--- config.mk ---
export PLATFORM = sky130hd
export DESIGN_NAME = dtc_timer_pair
export DESIGN_NICKNAME = d
export VERILOG_FILES = /design/src/pkg/dtc_pkg.sv /design/src/pkg/dtc_tick_if.sv /design/src/rtl/dtc_prescale.sv /design/src/rtl/dtc_timer_pair.sv
export VERILOG_INCLUDE_DIRS = /design/src /design/src/pkg
export SDC_FILE = /design/constraint.sdc
export NUM_CORES = 1
export LEC_CHECK = 0
export BUFFER_PORTS_ARGS = -buffer_cell sky130_fd_sc_hd__buf_2
export CAP_MARGIN = 20
export CORE_UTILIZATION = 54
export CTS_CLUSTER_SIZE = 30
export DETAILED_ROUTE_END_ITERATION = 8
export PLACE_DENSITY = 0.79
export RECOVER_POWER = 50
export SLEW_MARGIN = 20
export SYNTH_ARGS = -nofsm -noshare
export SYNTH_HDL_FRONTEND = slang
export SYNTH_SLANG_ARGS = --single-unit
--- constraint.sdc ---
create_clock -name CLK_SYS -period 4.5 [get_ports CLK_SYS]
set_clock_uncertainty 0.15 [all_clocks]
set_input_delay 0.9 -clock CLK_SYS [delete_from_list [all_inputs] [get_ports CLK_SYS]]
set_output_delay 0.9 -clock CLK_SYS [all_outputs]
set_load 0.005 [all_outputs]
--- src/pkg/dtc_cfg.svh ---
// Function
// - With its enable set, each channel inverts its output on every match that raises its own request.
// - Software presets the low channel output level through output control bits 2 and 3.
// - Mode control bit 2 joins both counters into one 16-bit counter.
// - Cascaded, the low counter uses the selected clock; the high counter counts overflows.
// - Cascaded counting starts and stops with mode control bit 0.
// - Both counters matching together clear both, keep counting, raise the high request.
// - Cascaded, a low match still raises the low request and inverts the low output.
// - The 16-bit count reads in one access; software never reads it bytewise.
// - Select codes 0000 and 0001 count edges of the external event pin.
// - Select codes 0101 to 1110 give 2 to 1024 main clock periods.
// - Select code 1111 gives a period of 4096 main clock periods.
// - External counting uses rising or falling edges, chosen by the select code.
// - Separate, each counter clears on its own match and raises its own request.
`ifndef DTC_CFG_SVH
`define DTC_CFG_SVH
`define DTC_ADR_W       8
`define DTC_OFF_MODE    8'h00
`define DTC_OFF_CLKSEL  8'h04
`define DTC_OFF_OUTCTL  8'h08
`define DTC_OFF_CMPLO   8'h0C
`define DTC_OFF_CMPHI   8'h10
`define DTC_OFF_COUNT   8'h14
`define DTC_OFF_STAT    8'h18
`define DTC_OFF_MASK    8'h1C
`define DTC_MODE_CE     0
`define DTC_MODE_CASC   2
`define DTC_OUT_EN_A    0
`define DTC_OUT_RST     2
`define DTC_OUT_SET     3
`define DTC_OUT_EN_B    4
`define DTC_IRQ_LOW     0
`define DTC_IRQ_HIGH    1
`define DTC_RST_MODE    8'h00
`define DTC_RST_CLKSEL  4'h0
`define DTC_RST_OUTCTL  8'h00
`define DTC_RST_CMP     8'h00
`define DTC_RST_MASK    2'h3
`define DTC_SEL_FALL    4'h0
`define DTC_SEL_RISE    4'h1
`define DTC_SEL_INT_LO  4'h5
`define DTC_SEL_MAX     4'hF
`define DTC_SHIFT_BASE  4'h4
`define DTC_SHIFT_MAX   4'hC
`define DTC_DIV_W       12
`endif

--- src/pkg/dtc_pkg.sv ---
package dtc_pkg;
  typedef logic [7:0] dtc_byte_t;
  typedef logic [3:0] dtc_code_t;
  typedef logic [1:0] dtc_irq_t;
endpackage

--- src/pkg/dtc_tick_if.sv ---
`timescale 1ns/1ps
interface dtc_tick_if;
  dtc_pkg::dtc_code_t code;
  logic               ext_pin;
  logic               tick;
  modport src  (input code, input ext_pin, output tick);
  modport sink (output code, output ext_pin, input tick);
endinterface

--- src/rtl/dtc_prescale.sv ---
`timescale 1ns/1ps
`include "dtc_cfg.svh"
module dtc_prescale #(
  parameter int DIV_W = `DTC_DIV_W
) (
  // Clock and reset
  input wire logic clk,
  input wire logic rst,
  // Tick source
  dtc_tick_if.src  tk
);
  logic [DIV_W-1:0] div;
  logic             ext_meta;
  logic             ext_sync;
  logic             ext_last;
  wire  [3:0]       shift;
  wire  [DIV_W-1:0] mask;
  wire              int_hit;
  wire              is_int;
  wire              rise;
  wire              fall;
  wire              next_tick;

  // Divider runs free, so a start may lose up to one period
  assign shift   = (tk.code == `DTC_SEL_MAX) ? `DTC_SHIFT_MAX :
                   4'(tk.code - `DTC_SHIFT_BASE);
  assign mask    = (DIV_W'(1) << shift) - DIV_W'(1);
  assign int_hit = ((div & mask) == mask);
  assign is_int  = (tk.code >= `DTC_SEL_INT_LO);
  assign rise    = ext_sync & ~ext_last;
  assign fall    = ~ext_sync & ext_last;
  assign next_tick = is_int ? int_hit :
                     (tk.code == `DTC_SEL_RISE) ? rise :
                     (tk.code == `DTC_SEL_FALL) ? fall : 1'b0;

  always_ff @(posedge clk) begin
    if (rst) begin
      div      <= '0;
      ext_meta <= 1'b0;
      ext_sync <= 1'b0;
      ext_last <= 1'b0;
      tk.tick  <= 1'b0;
    end else begin
      div      <= div + DIV_W'(1);
      ext_meta <= tk.ext_pin;
      ext_sync <= ext_meta;
      ext_last <= ext_sync;
      tk.tick  <= next_tick;
    end
  end
endmodule

--- src/rtl/dtc_timer_pair.sv ---
// The register offsets and the Wishbone register port were chosen for this implementation.
`timescale 1ns/1ps
`include "dtc_cfg.svh"
module dtc_timer_pair (
  // Clock and reset
  input  wire logic                 CLK_SYS,
  input  wire logic                 SYS_RST,
  // Wishbone slave
  input  wire logic                 WB_CYC_I,
  input  wire logic                 WB_STB_I,
  input  wire logic                 WB_WE_I,
  input  wire logic [`DTC_ADR_W-1:0] WB_ADR_I,
  input  wire logic [3:0]           WB_SEL_I,
  input  wire logic [31:0]          WB_DAT_I,
  output logic      [31:0]          WB_DAT_O,
  output logic                      WB_ACK_O,
  // Timer pins
  input  wire logic                 EXT_EVENT_IN,
  output logic                      TIMER_OUT_A,
  output logic                      TIMER_OUT_B,
  // Interrupt
  output logic                      IRQ
);
  dtc_tick_if tk ();

  dtc_pkg::dtc_byte_t mode_ctrl_reg;
  dtc_pkg::dtc_code_t clk_sel_reg;
  dtc_pkg::dtc_byte_t out_ctrl_reg;
  dtc_pkg::dtc_byte_t cmp_low;
  dtc_pkg::dtc_byte_t cmp_high;
  dtc_pkg::dtc_byte_t count_low;
  dtc_pkg::dtc_byte_t count_high;
  dtc_pkg::dtc_irq_t  irq_stat;
  dtc_pkg::dtc_irq_t  irq_mask;
  dtc_pkg::dtc_byte_t next_low;
  dtc_pkg::dtc_byte_t next_high;
  dtc_pkg::dtc_irq_t  next_stat;
  logic               ev_low;
  logic               ev_high;
  logic               next_out_a;
  logic               next_out_b;
  logic [31:0]        next_rdata;

  dtc_prescale #(
    .DIV_W (`DTC_DIV_W)
  ) u_prescale (
    .clk (CLK_SYS),
    .rst (SYS_RST),
    .tk  (tk.src)
  );

  assign tk.code    = clk_sel_reg;
  assign tk.ext_pin = EXT_EVENT_IN;

  // Bus decode
  wire req      = WB_CYC_I & WB_STB_I & ~WB_ACK_O;
  wire wr       = req & WB_WE_I & WB_SEL_I[0];
  wire rd       = req & ~WB_WE_I;
  wire hit_mode = (WB_ADR_I == `DTC_OFF_MODE);
  wire hit_clk  = (WB_ADR_I == `DTC_OFF_CLKSEL);
  wire hit_out  = (WB_ADR_I == `DTC_OFF_OUTCTL);
  wire hit_cmpl = (WB_ADR_I == `DTC_OFF_CMPLO);
  wire hit_cmph = (WB_ADR_I == `DTC_OFF_CMPHI);
  wire hit_cnt  = (WB_ADR_I == `DTC_OFF_COUNT);
  wire hit_stat = (WB_ADR_I == `DTC_OFF_STAT);
  wire hit_mask = (WB_ADR_I == `DTC_OFF_MASK);
  wire wr_mode  = wr & hit_mode;
  wire wr_clk   = wr & hit_clk;
  wire wr_out   = wr & hit_out;
  wire wr_cmpl  = wr & hit_cmpl;
  wire wr_cmph  = wr & hit_cmph;
  wire wr_mask  = wr & hit_mask;
  wire rd_stat  = rd & hit_stat;

  // Preset strobes act once and read back as zero
  wire preset_set = wr_out & WB_DAT_I[`DTC_OUT_SET];
  wire preset_rst = wr_out & WB_DAT_I[`DTC_OUT_RST];
  wire out_wdata_clean = 1'b0;
  wire [7:0] out_wval = {WB_DAT_I[7:4], out_wdata_clean, out_wdata_clean,
                         WB_DAT_I[1:0]};

  // Counting control
  wire run      = mode_ctrl_reg[`DTC_MODE_CE];
  wire cascade  = mode_ctrl_reg[`DTC_MODE_CASC];
  wire step     = run & tk.tick;
  wire low_hit  = (count_low == cmp_low);
  wire high_hit = (count_high == cmp_high);
  wire low_ovf  = (count_low == 8'hFF);
  wire en_a     = out_ctrl_reg[`DTC_OUT_EN_A];
  wire en_b     = out_ctrl_reg[`DTC_OUT_EN_B];

  // Counter next state
  always_comb begin
    next_low  = count_low;
    next_high = count_high;
    ev_low    = 1'b0;
    ev_high   = 1'b0;
    if (!run) begin
      // Stopping clears the count so a restart begins at zero
      next_low  = 8'h00;
      next_high = 8'h00;
    end else if (step) begin
      ev_low = low_hit;
      if (cascade) begin
        if (low_hit && high_hit) begin
          next_low  = 8'h00;
          next_high = 8'h00;
          ev_high   = 1'b1;
        end else begin
          next_low = count_low + 8'h01;
          if (low_ovf) begin
            next_high = count_high + 8'h01;
          end
        end
      end else begin
        ev_high   = high_hit;
        next_low  = low_hit ? 8'h00 : count_low + 8'h01;
        next_high = high_hit ? 8'h00 : count_high + 8'h01;
      end
    end
  end

  // Output flip-flops; a preset write wins over a toggle
  always_comb begin
    next_out_a = TIMER_OUT_A;
    if (ev_low && en_a) begin
      next_out_a = ~TIMER_OUT_A;
    end
    if (preset_set && !preset_rst) begin
      next_out_a = 1'b1;
    end else if (preset_rst && !preset_set) begin
      next_out_a = 1'b0;
    end
  end

  always_comb begin
    next_out_b = TIMER_OUT_B;
    if (ev_high && en_b) begin
      next_out_b = ~TIMER_OUT_B;
    end
  end

  // Read clears status, but a new event in that cycle survives
  assign next_stat = (rd_stat ? 2'h0 : irq_stat) | {ev_high, ev_low};

  // Read data mux
  always_comb begin
    next_rdata = 32'h0000_0000;
    if (hit_mode) begin
      next_rdata[7:0] = mode_ctrl_reg;
    end else if (hit_clk) begin
      next_rdata[3:0] = clk_sel_reg;
    end else if (hit_out) begin
      next_rdata[7:0] = out_ctrl_reg;
    end else if (hit_cmpl) begin
      next_rdata[7:0] = cmp_low;
    end else if (hit_cmph) begin
      next_rdata[7:0] = cmp_high;
    end else if (hit_cnt) begin
      // Both bytes taken in one cycle so no carry tears the value
      next_rdata[15:0] = {count_high, count_low};
    end else if (hit_stat) begin
      next_rdata[1:0] = irq_stat;
    end else if (hit_mask) begin
      next_rdata[1:0] = irq_mask;
    end
  end

  // Bus answer
  always_ff @(posedge CLK_SYS) begin
    if (SYS_RST) begin
      WB_ACK_O <= 1'b0;
      WB_DAT_O <= 32'h0000_0000;
    end else begin
      WB_ACK_O <= req;
      WB_DAT_O <= rd ? next_rdata : 32'h0000_0000;
    end
  end

  // Control registers
  always_ff @(posedge CLK_SYS) begin
    if (SYS_RST) begin
      mode_ctrl_reg <= `DTC_RST_MODE;
      clk_sel_reg   <= `DTC_RST_CLKSEL;
      out_ctrl_reg  <= `DTC_RST_OUTCTL;
    end else begin
      if (wr_mode) begin
        mode_ctrl_reg <= {5'h00, WB_DAT_I[`DTC_MODE_CASC], 1'b0,
                          WB_DAT_I[`DTC_MODE_CE]};
      end
      if (wr_clk) begin
        clk_sel_reg <= WB_DAT_I[3:0];
      end
      if (wr_out) begin
        out_ctrl_reg <= {3'h0, out_wval[4], 3'h0, out_wval[0]};
      end
    end
  end

  // Compare registers, one byte each
  always_ff @(posedge CLK_SYS) begin
    if (SYS_RST) begin
      cmp_low  <= `DTC_RST_CMP;
      cmp_high <= `DTC_RST_CMP;
    end else begin
      if (wr_cmpl) begin
        cmp_low <= WB_DAT_I[7:0];
      end
      if (wr_cmph) begin
        cmp_high <= WB_DAT_I[7:0];
      end
    end
  end

  // Counters
  always_ff @(posedge CLK_SYS) begin
    if (SYS_RST) begin
      count_low  <= 8'h00;
      count_high <= 8'h00;
    end else begin
      count_low  <= next_low;
      count_high <= next_high;
    end
  end

  // Timer outputs
  always_ff @(posedge CLK_SYS) begin
    if (SYS_RST) begin
      TIMER_OUT_A <= 1'b0;
      TIMER_OUT_B <= 1'b0;
    end else begin
      TIMER_OUT_A <= next_out_a;
      TIMER_OUT_B <= next_out_b;
    end
  end

  // Interrupt status, mask and line; mask reset keeps both quiet
  always_ff @(posedge CLK_SYS) begin
    if (SYS_RST) begin
      irq_stat <= 2'h0;
      irq_mask <= `DTC_RST_MASK;
      IRQ      <= 1'b0;
    end else begin
      irq_stat <= next_stat;
      if (wr_mask) begin
        irq_mask <= WB_DAT_I[1:0];
      end
      IRQ <= |(irq_stat & ~irq_mask);
    end
  end
endmodule

# Word level (Yosys, flattened, before mapping)
# Cells that the tools add are included.
[word_totals] register_bits=96 inputBits=50 elab_cells=118 out_inout_bits=36
[op_classes] reduce_logical=15 n_eq_ne=14 shifts=1 n_lt_le_gt_ge=1 addsub=5 n_bitwise=30 muxes=31
[op_table] operator="$mux W8" n=11
[op_table] operator="$eq A8 B5 Y1 const B" n=4
[op_table] operator="$and A1 B1 Y1" n=17
[op_table] operator="$add A8 B1 Y8 const B" n=2
[op_table] operator="$eq A8 B4 Y1 const B" n=2
[op_table] operator="$eq A8 B8 Y1" n=2
[op_table] operator="$mux W14" n=1
[op_table] operator="$add A12 B1 Y12 const B" n=1
[op_table] operator="$and A12 B12 Y12" n=1
[op_table] operator="$eq A12 B12 Y1" n=1
[op_table] operator="$mux W1" n=12
[op_table] operator="$mux W4" n=3
[op_table] operator="$shl A1 B4 Y12 const A" n=1
[op_table] operator="$sub A12 B2 Y12 const B" n=1
[op_table] operator="$not A1 Y1" n=9
[op_table] operator="$eq A8 B3 Y1 const B" n=1
[op_table] operator="$eq A8 B8 Y1 const B" n=1
[op_table] operator="$logic_not A8 Y1" n=1
[op_table] operator="$mux W2" n=4
[op_table] operator="$reduce_or A8 Y1" n=1
[op_table] operator="$reduce_or A2 Y1" n=3
[op_table] operator="$logic_and A1 B1 Y1" n=5
[op_table] operator="$eq A4 B1 Y1 const B" n=1
[op_table] operator="$eq A4 B4 Y1 const B" n=1
[op_table] operator="other kinds (10)" n=11

# Depth between registers and ports, before layout
[depth] depth_word=10 ltp_mapped=11 depth_no_buf=10

# Cells and area by module
# From an unflattened synthesis, not the netlist that was laid out.
[unflattened] hier_cells=482 hier_area_um2=4112.7
[modules_own_cells] mod="dtc_timer_pair" instances=1 cells_each=370 area_per_inst_um2=3161.8
[modules_own_cells] mod="dtc_prescale" instances=1 cells_each=112 area_per_inst_um2=950.9

# Least setup slack after synthesis
# No wires, ideal clock.
[synth_path] path_type="reg-to-reg" startpoint="register clk_sel_reg[2]" endpoint="register u_prescale.tk.tick" setup_ns=0.087 t_required_ns=4.263 stages_incl_launch_ff=12 path_slack_ns=1.688 arrival_time_ns=2.575 period_less_slack_ns=2.812 n_path_buf=1 path_cell_list="dfxtp_1 -> clkbuf_1 -> inv_1 -> ha_1 -> nand2_1 -> or3_1 -> ha_1 -> and2_1 -> a22o_1 -> a32oi_1 -> o22ai_1 -> o31ai_1"
[synth_between] elab_chain_len=7 word_cells_on_any_way=13 classes_between="2 x add/sub; 1 x order compare; 3 x eq/ne; 1 x shift; 4 x mux; 1 x bitwise; 1 x reduce/logical"
[synth_lines] item="start, declared" line="dtc_timer_pair.sv:27" source="dtc_pkg::dtc_code_t clk_sel_reg;"
[synth_lines] item="start signal, assigned" line="dtc_timer_pair.sv:184" source="clk_sel_reg <= `DTC_RST_CLKSEL;"
[synth_lines] item="start signal, assigned" line="dtc_timer_pair.sv:192" source="clk_sel_reg <= WB_DAT_I[3:0];"
[synth_lines] item="$sub A4 B3 Y4 (no line) / $eq A4 B4 Y1 (equally long branches)"
[synth_lines] item="$mux W4" line="dtc_prescale.sv:25" source="assign shift = (tk.code == `DTC_SEL_MAX) ? `DTC_SHIFT_MAX :"
[synth_lines] item="$shl A1 B4 Y12" line="dtc_prescale.sv:27" source="assign mask = (DIV_W'(1) << shift) - DIV_W'(1);"
[synth_lines] item="$sub A12 B2 Y12" line="dtc_prescale.sv:27"
[synth_lines] item="$and A12 B12 Y12" line="dtc_prescale.sv:28" source="assign int_hit = ((div & mask) == mask);"
[synth_lines] item="$eq A12 B12 Y1" line="dtc_prescale.sv:28"
[synth_lines] item="$mux W1 (*)" line="dtc_prescale.sv:32" source="assign next_tick = is_int ? int_hit :"
[synth_lines] item="end signal, assigned" line="dtc_prescale.sv:48" source="tk.tick <= next_tick;"
[synth_lines] item="end, declared" line="dtc_tick_if.sv:6" source="modport src (input code, input ext_pin, output tick);"
# Mark *: on every way between the ends. The rest lies on a longest branch, timed or not.
# A chain may end at the register's enable or synchronous reset.

# Worst setup path after layout
[layout_path] startpoint="input port SYS_RST" endpoint="register count_low[2]"
[layout_between] elab_chain_len=1
[layout_lines] item="start, declared" line="dtc_timer_pair.sv:7" source="input wire logic SYS_RST,"
[layout_lines] item="$reduce_or A2 Y1 (no line)"
[layout_lines] item="end signal, assigned" line="dtc_timer_pair.sv:221" source="count_low <= next_low;"
[layout_lines] item="end, declared" line="dtc_timer_pair.sv:31" source="dtc_pkg::dtc_byte_t count_low;"
# No other way between the ends.

==> impl_metrics.env <==
export IMPL_async_reset_ff_frac=0
export IMPL_powerDensity_mw_per_mm2=288.3
export IMPL_core_area_mm2=0.007408
export IMPL_ios=86
export IMPL_grt_pass1_wl_um=15860
export IMPL_r2r_end="u_prescale.tk.tick$_SDFF_PP0_"
export IMPL_die_y_um=90.41
export IMPL_reg2regPathDepth=10
export IMPL_clk_pin_slew_ns=0.08
export IMPL_hold_viol_final=0
export IMPL_hp_start="u_prescale.ext_meta$_SDFF_PP0_"
export IMPL_place_inst=604
export IMPL_num_rows=31
export IMPL_area_growth_syn_to_layout_pct=8.805
export IMPL_clkSinkCount=80
export IMPL_seqCellArea_mm2=0.001602
export IMPL_critPathCaptureType="register"
export IMPL_slowest_delay_ns=1.60
export IMPL_yosys_area_top_type_share=0.3795
export IMPL_dpl_worst_slack_ns=1.200
export IMPL_drc=0
export IMPL_synth_main_ff_cell="dfxtp_1"
export IMPL_drtAntennaViolNets=0
export IMPL_viasPerCell=5.760
export IMPL_violations="capacitance limit, slew limit"
export IMPL_clock_root_buffer="clkbuf_8"
export IMPL_yosysUniqueCellTypes=62
export IMPL_final_area_mm2=0.004592
export IMPL_postCtsSetupBuffers=0
export IMPL_wirelength_um=9738
export IMPL_synthTopCellsByArea="dfxtp_1 38%, xor2_1 5.8%, mux2i_1 5.0%"
export IMPL_leakage_nw=1.819
export IMPL_multi_input_area_mm2=0.002397
export IMPL_r2r_start="clk_sel_reg[2]$_SDFFE_PP0P_"
export IMPL_avgSynthCellArea_um2=8.666
export IMPL_insertedDiodeCount=0
export IMPL_grt_ovfl_total=0
export IMPL_relSlewSlack=-0.5366
export IMPL_globalplace_congestion=0.8980
export IMPL_reg2reg_slack_ns=1.11
export IMPL_grt_usage=0.2440
export IMPL_synth_edff_count=0
export IMPL_utilization=0.6198
export IMPL_syn_inst=487
export IMPL_antenna_found_initial=0
export IMPL_cp_start_kind="input pin"
export IMPL_switching_power_mw=0.3211
export IMPL_htree_levels=3
export IMPL_placed_area_mm2=0.004393
export IMPL_worst_pin_slew_ns=2.305
export IMPL_finalCritPeriodShare=0.7944
export IMPL_min_period_ns=3.575
export IMPL_hold_path_class="register to register"
export IMPL_layout_common_cells="80 x dfxtp_1, 48 x nor2_1, 45 x nand2_1"
export IMPL_drt_iter0_markers=278
export IMPL_netlist_top_cell_by_area="dfxtp_1"
export IMPL_regMostFlops="WB_DAT_O"
export IMPL_path_max_fanout=54
export IMPL_crit_chain="clkbuf_1, nor2b_1, o21ai_0, nor2_1"
export IMPL_swShare=0.2426
export IMPL_layout_commonest_cell="dfxtp_1"
export IMPL_setup_violations_final=0
export IMPL_hold_depth=1
export IMPL_min_to="u_prescale.ext_sync$_SDFF_PP0_"
export IMPL_cts_tree="done"
export IMPL_num_vias=3571
export IMPL_grt_pass1_vias=3215
export IMPL_seqPwrFrac=0.540
export IMPL_cp_arrival_ns=3.63
export IMPL_wire_per_inst_um=15.71
export IMPL_grt_max_degree=55
export IMPL_initial_utilization=0.5697
export IMPL_dieWidth_um=90.41
export IMPL_dieArea_mm2=0.008173
export IMPL_clock_path_buffers=2
export IMPL_reg_largest_list="WB_DAT_O: 16 flops, u_prescale.div: 12 flops"
export IMPL_clk_latency_ns=0.36
export IMPL_worstSetupPathType="input pin to register"
export IMPL_intPower_mw=1.003
export IMPL_critPathSlowestCell="clkbuf_1"
export IMPL_drive_above_1_share=0.1420
export IMPL_pwr_share_clk=0.419
export IMPL_post_cts_resized=0
export IMPL_cts_buffers=9
export IMPL_p_comb_frac=0.041
export IMPL_dp_hpwl_um=6849
export IMPL_largest_register_ffs=16
export IMPL_worstPathRequired_ns=4.56
export IMPL_synthesis_area_mm2=0.004220
export IMPL_first_pass_iters=5
export IMPL_setup_slack_ns=0.9252
export IMPL_rsz0062_at_grt="false"
export IMPL_finalMaxSlewViolations=55
export IMPL_max_cap_viol_count=1
export IMPL_fmax_mhz=279.7
export IMPL_irDropWorstVdd_v=0.0001528
export IMPL_synth_seq_cells=80
export IMPL_outcome="complete, but fails checks"
export IMPL_ys_seq_area_frac=0.3795
export IMPL_nFillCells=653
export IMPL_final_setup_tns_ns=0
export IMPL_yosysWarnings=0
export IMPL_nets=574
export IMPL_port_buffers=42
export IMPL_postCtsHoldBufs=0
export IMPL_layout_cells_non_filler=620
logic make-up (layout without fill, tap and decap cells):
logic type / after synthesis / after routing / share of synthesized area
AND/OR/NAND/NOR: 197 / 197 / 0.2579
AO/OA/AOI/OAI: 89 / 89 / 0.1358
flip-flops: 80 / 80 / 0.3795
buffers and inverters: 53 / 72 / 0.06582
XOR/XNOR: 34 / 34 / 0.07056
multiplexers: 25 / 25 / 0.06582
adder cells (fa/ha/maj): 8 / 8 / 0.02372
other: 1 / 16 / 0.0008886
routing by layer:
metal	GRT usage	share of wire	up-vias
met2	0.3880	0.46	142
met3	0.04461	0.061	22
met5	0	0	-
met1	0.3274	0.46	1671
li1	-	-	1736
met4	0.09677	0.021	0
per-stage QoR:
step | power (mW) | hold WS (ns)
2_1_floorplan | 0.7714 | 0.2638
3_3_place_gp | 0.7836 | 0.2744
3_5_place_dp | 0.7843 | 0.2746
4_1_cts | 1.331 | 0.2943
5_1_grt | 1.365 | 0.3078
6_report | 1.324 | 0.2952
cell usage after synthesis, drive strengths merged, types with 12 or more instances:
cell and n:
clkbuf 15, nand2 45, and2 13, inv 12
a21oi 28, mux2i 21, buf 26, nand3 28
xor2 28, nor2 49, dfxtp 80, o21ai 18
power groups by stage:
| stage | sequential (mW) | combinational [mW] | clock, mW |
|---|---|---|---|
| final | 0.715 | 0.0543 | 0.555 |
| after global routing | 0.715 | 0.0601 | 0.589 |
| after CTS | 0.715 | 0.0534 | 0.563 |
| after detailed placement | 0.731 | 0.0531 | 0 |
| after global placement | 0.731 | 0.0526 | 0 |
| after floorplan | 0.730 | 0.0411 | 0 |
layout make-up:
| class | instances | area share |
|---|---|---|
| Multi-Input combinational cell | 369 | 0.5221 |
| Timing Repair Buffer | 44 | 0.04768 |
| Clock inverter | 6 | 0.01471 |
| Sequential cell | 80 | 0.3488 |
| Tap cell | 99 | 0.02698 |
| Clock buffer | 10 | 0.02997 |
| Inverter | 12 | 0.009809 |
worst max-delay path by stage:
stage / startpoint / end / slack, ns / cells past startpoint
global placement: WB_ADR_I[1] / cmp_high[0]$_SDFFE_PP0P_ / 1.29 / 6
finish: SYS_RST / count_low[2]$_SDFFE_PP0P_ / 0.93 / 4
global route: SYS_RST / count_low[2]$_SDFFE_PP0P_ / 0.59 / 4
floorplan: clk_sel_reg[2]$_SDFFE_PP0P_ / u_prescale.tk.tick$_SDFF_PP0_ / 1.69 / 11
CTS: clk_sel_reg[2]$_SDFFE_PP0P_ / u_prescale.tk.tick$_SDFF_PP0_ / 1.17 / 10
detailed placement: clk_sel_reg[2]$_SDFFE_PP0P_ / u_prescale.tk.tick$_SDFF_PP0_ / 1.20 / 10
worst max-delay path, delay by kind of cell:
family                 cells  cell delay (ns)
AND/OR/NAND/NOR            2             0.57
buffers and inverters      1             1.60
AO/OA/AOI/OAI              1             0.54
Note: power is estimated with default switching activity, not from simulation.
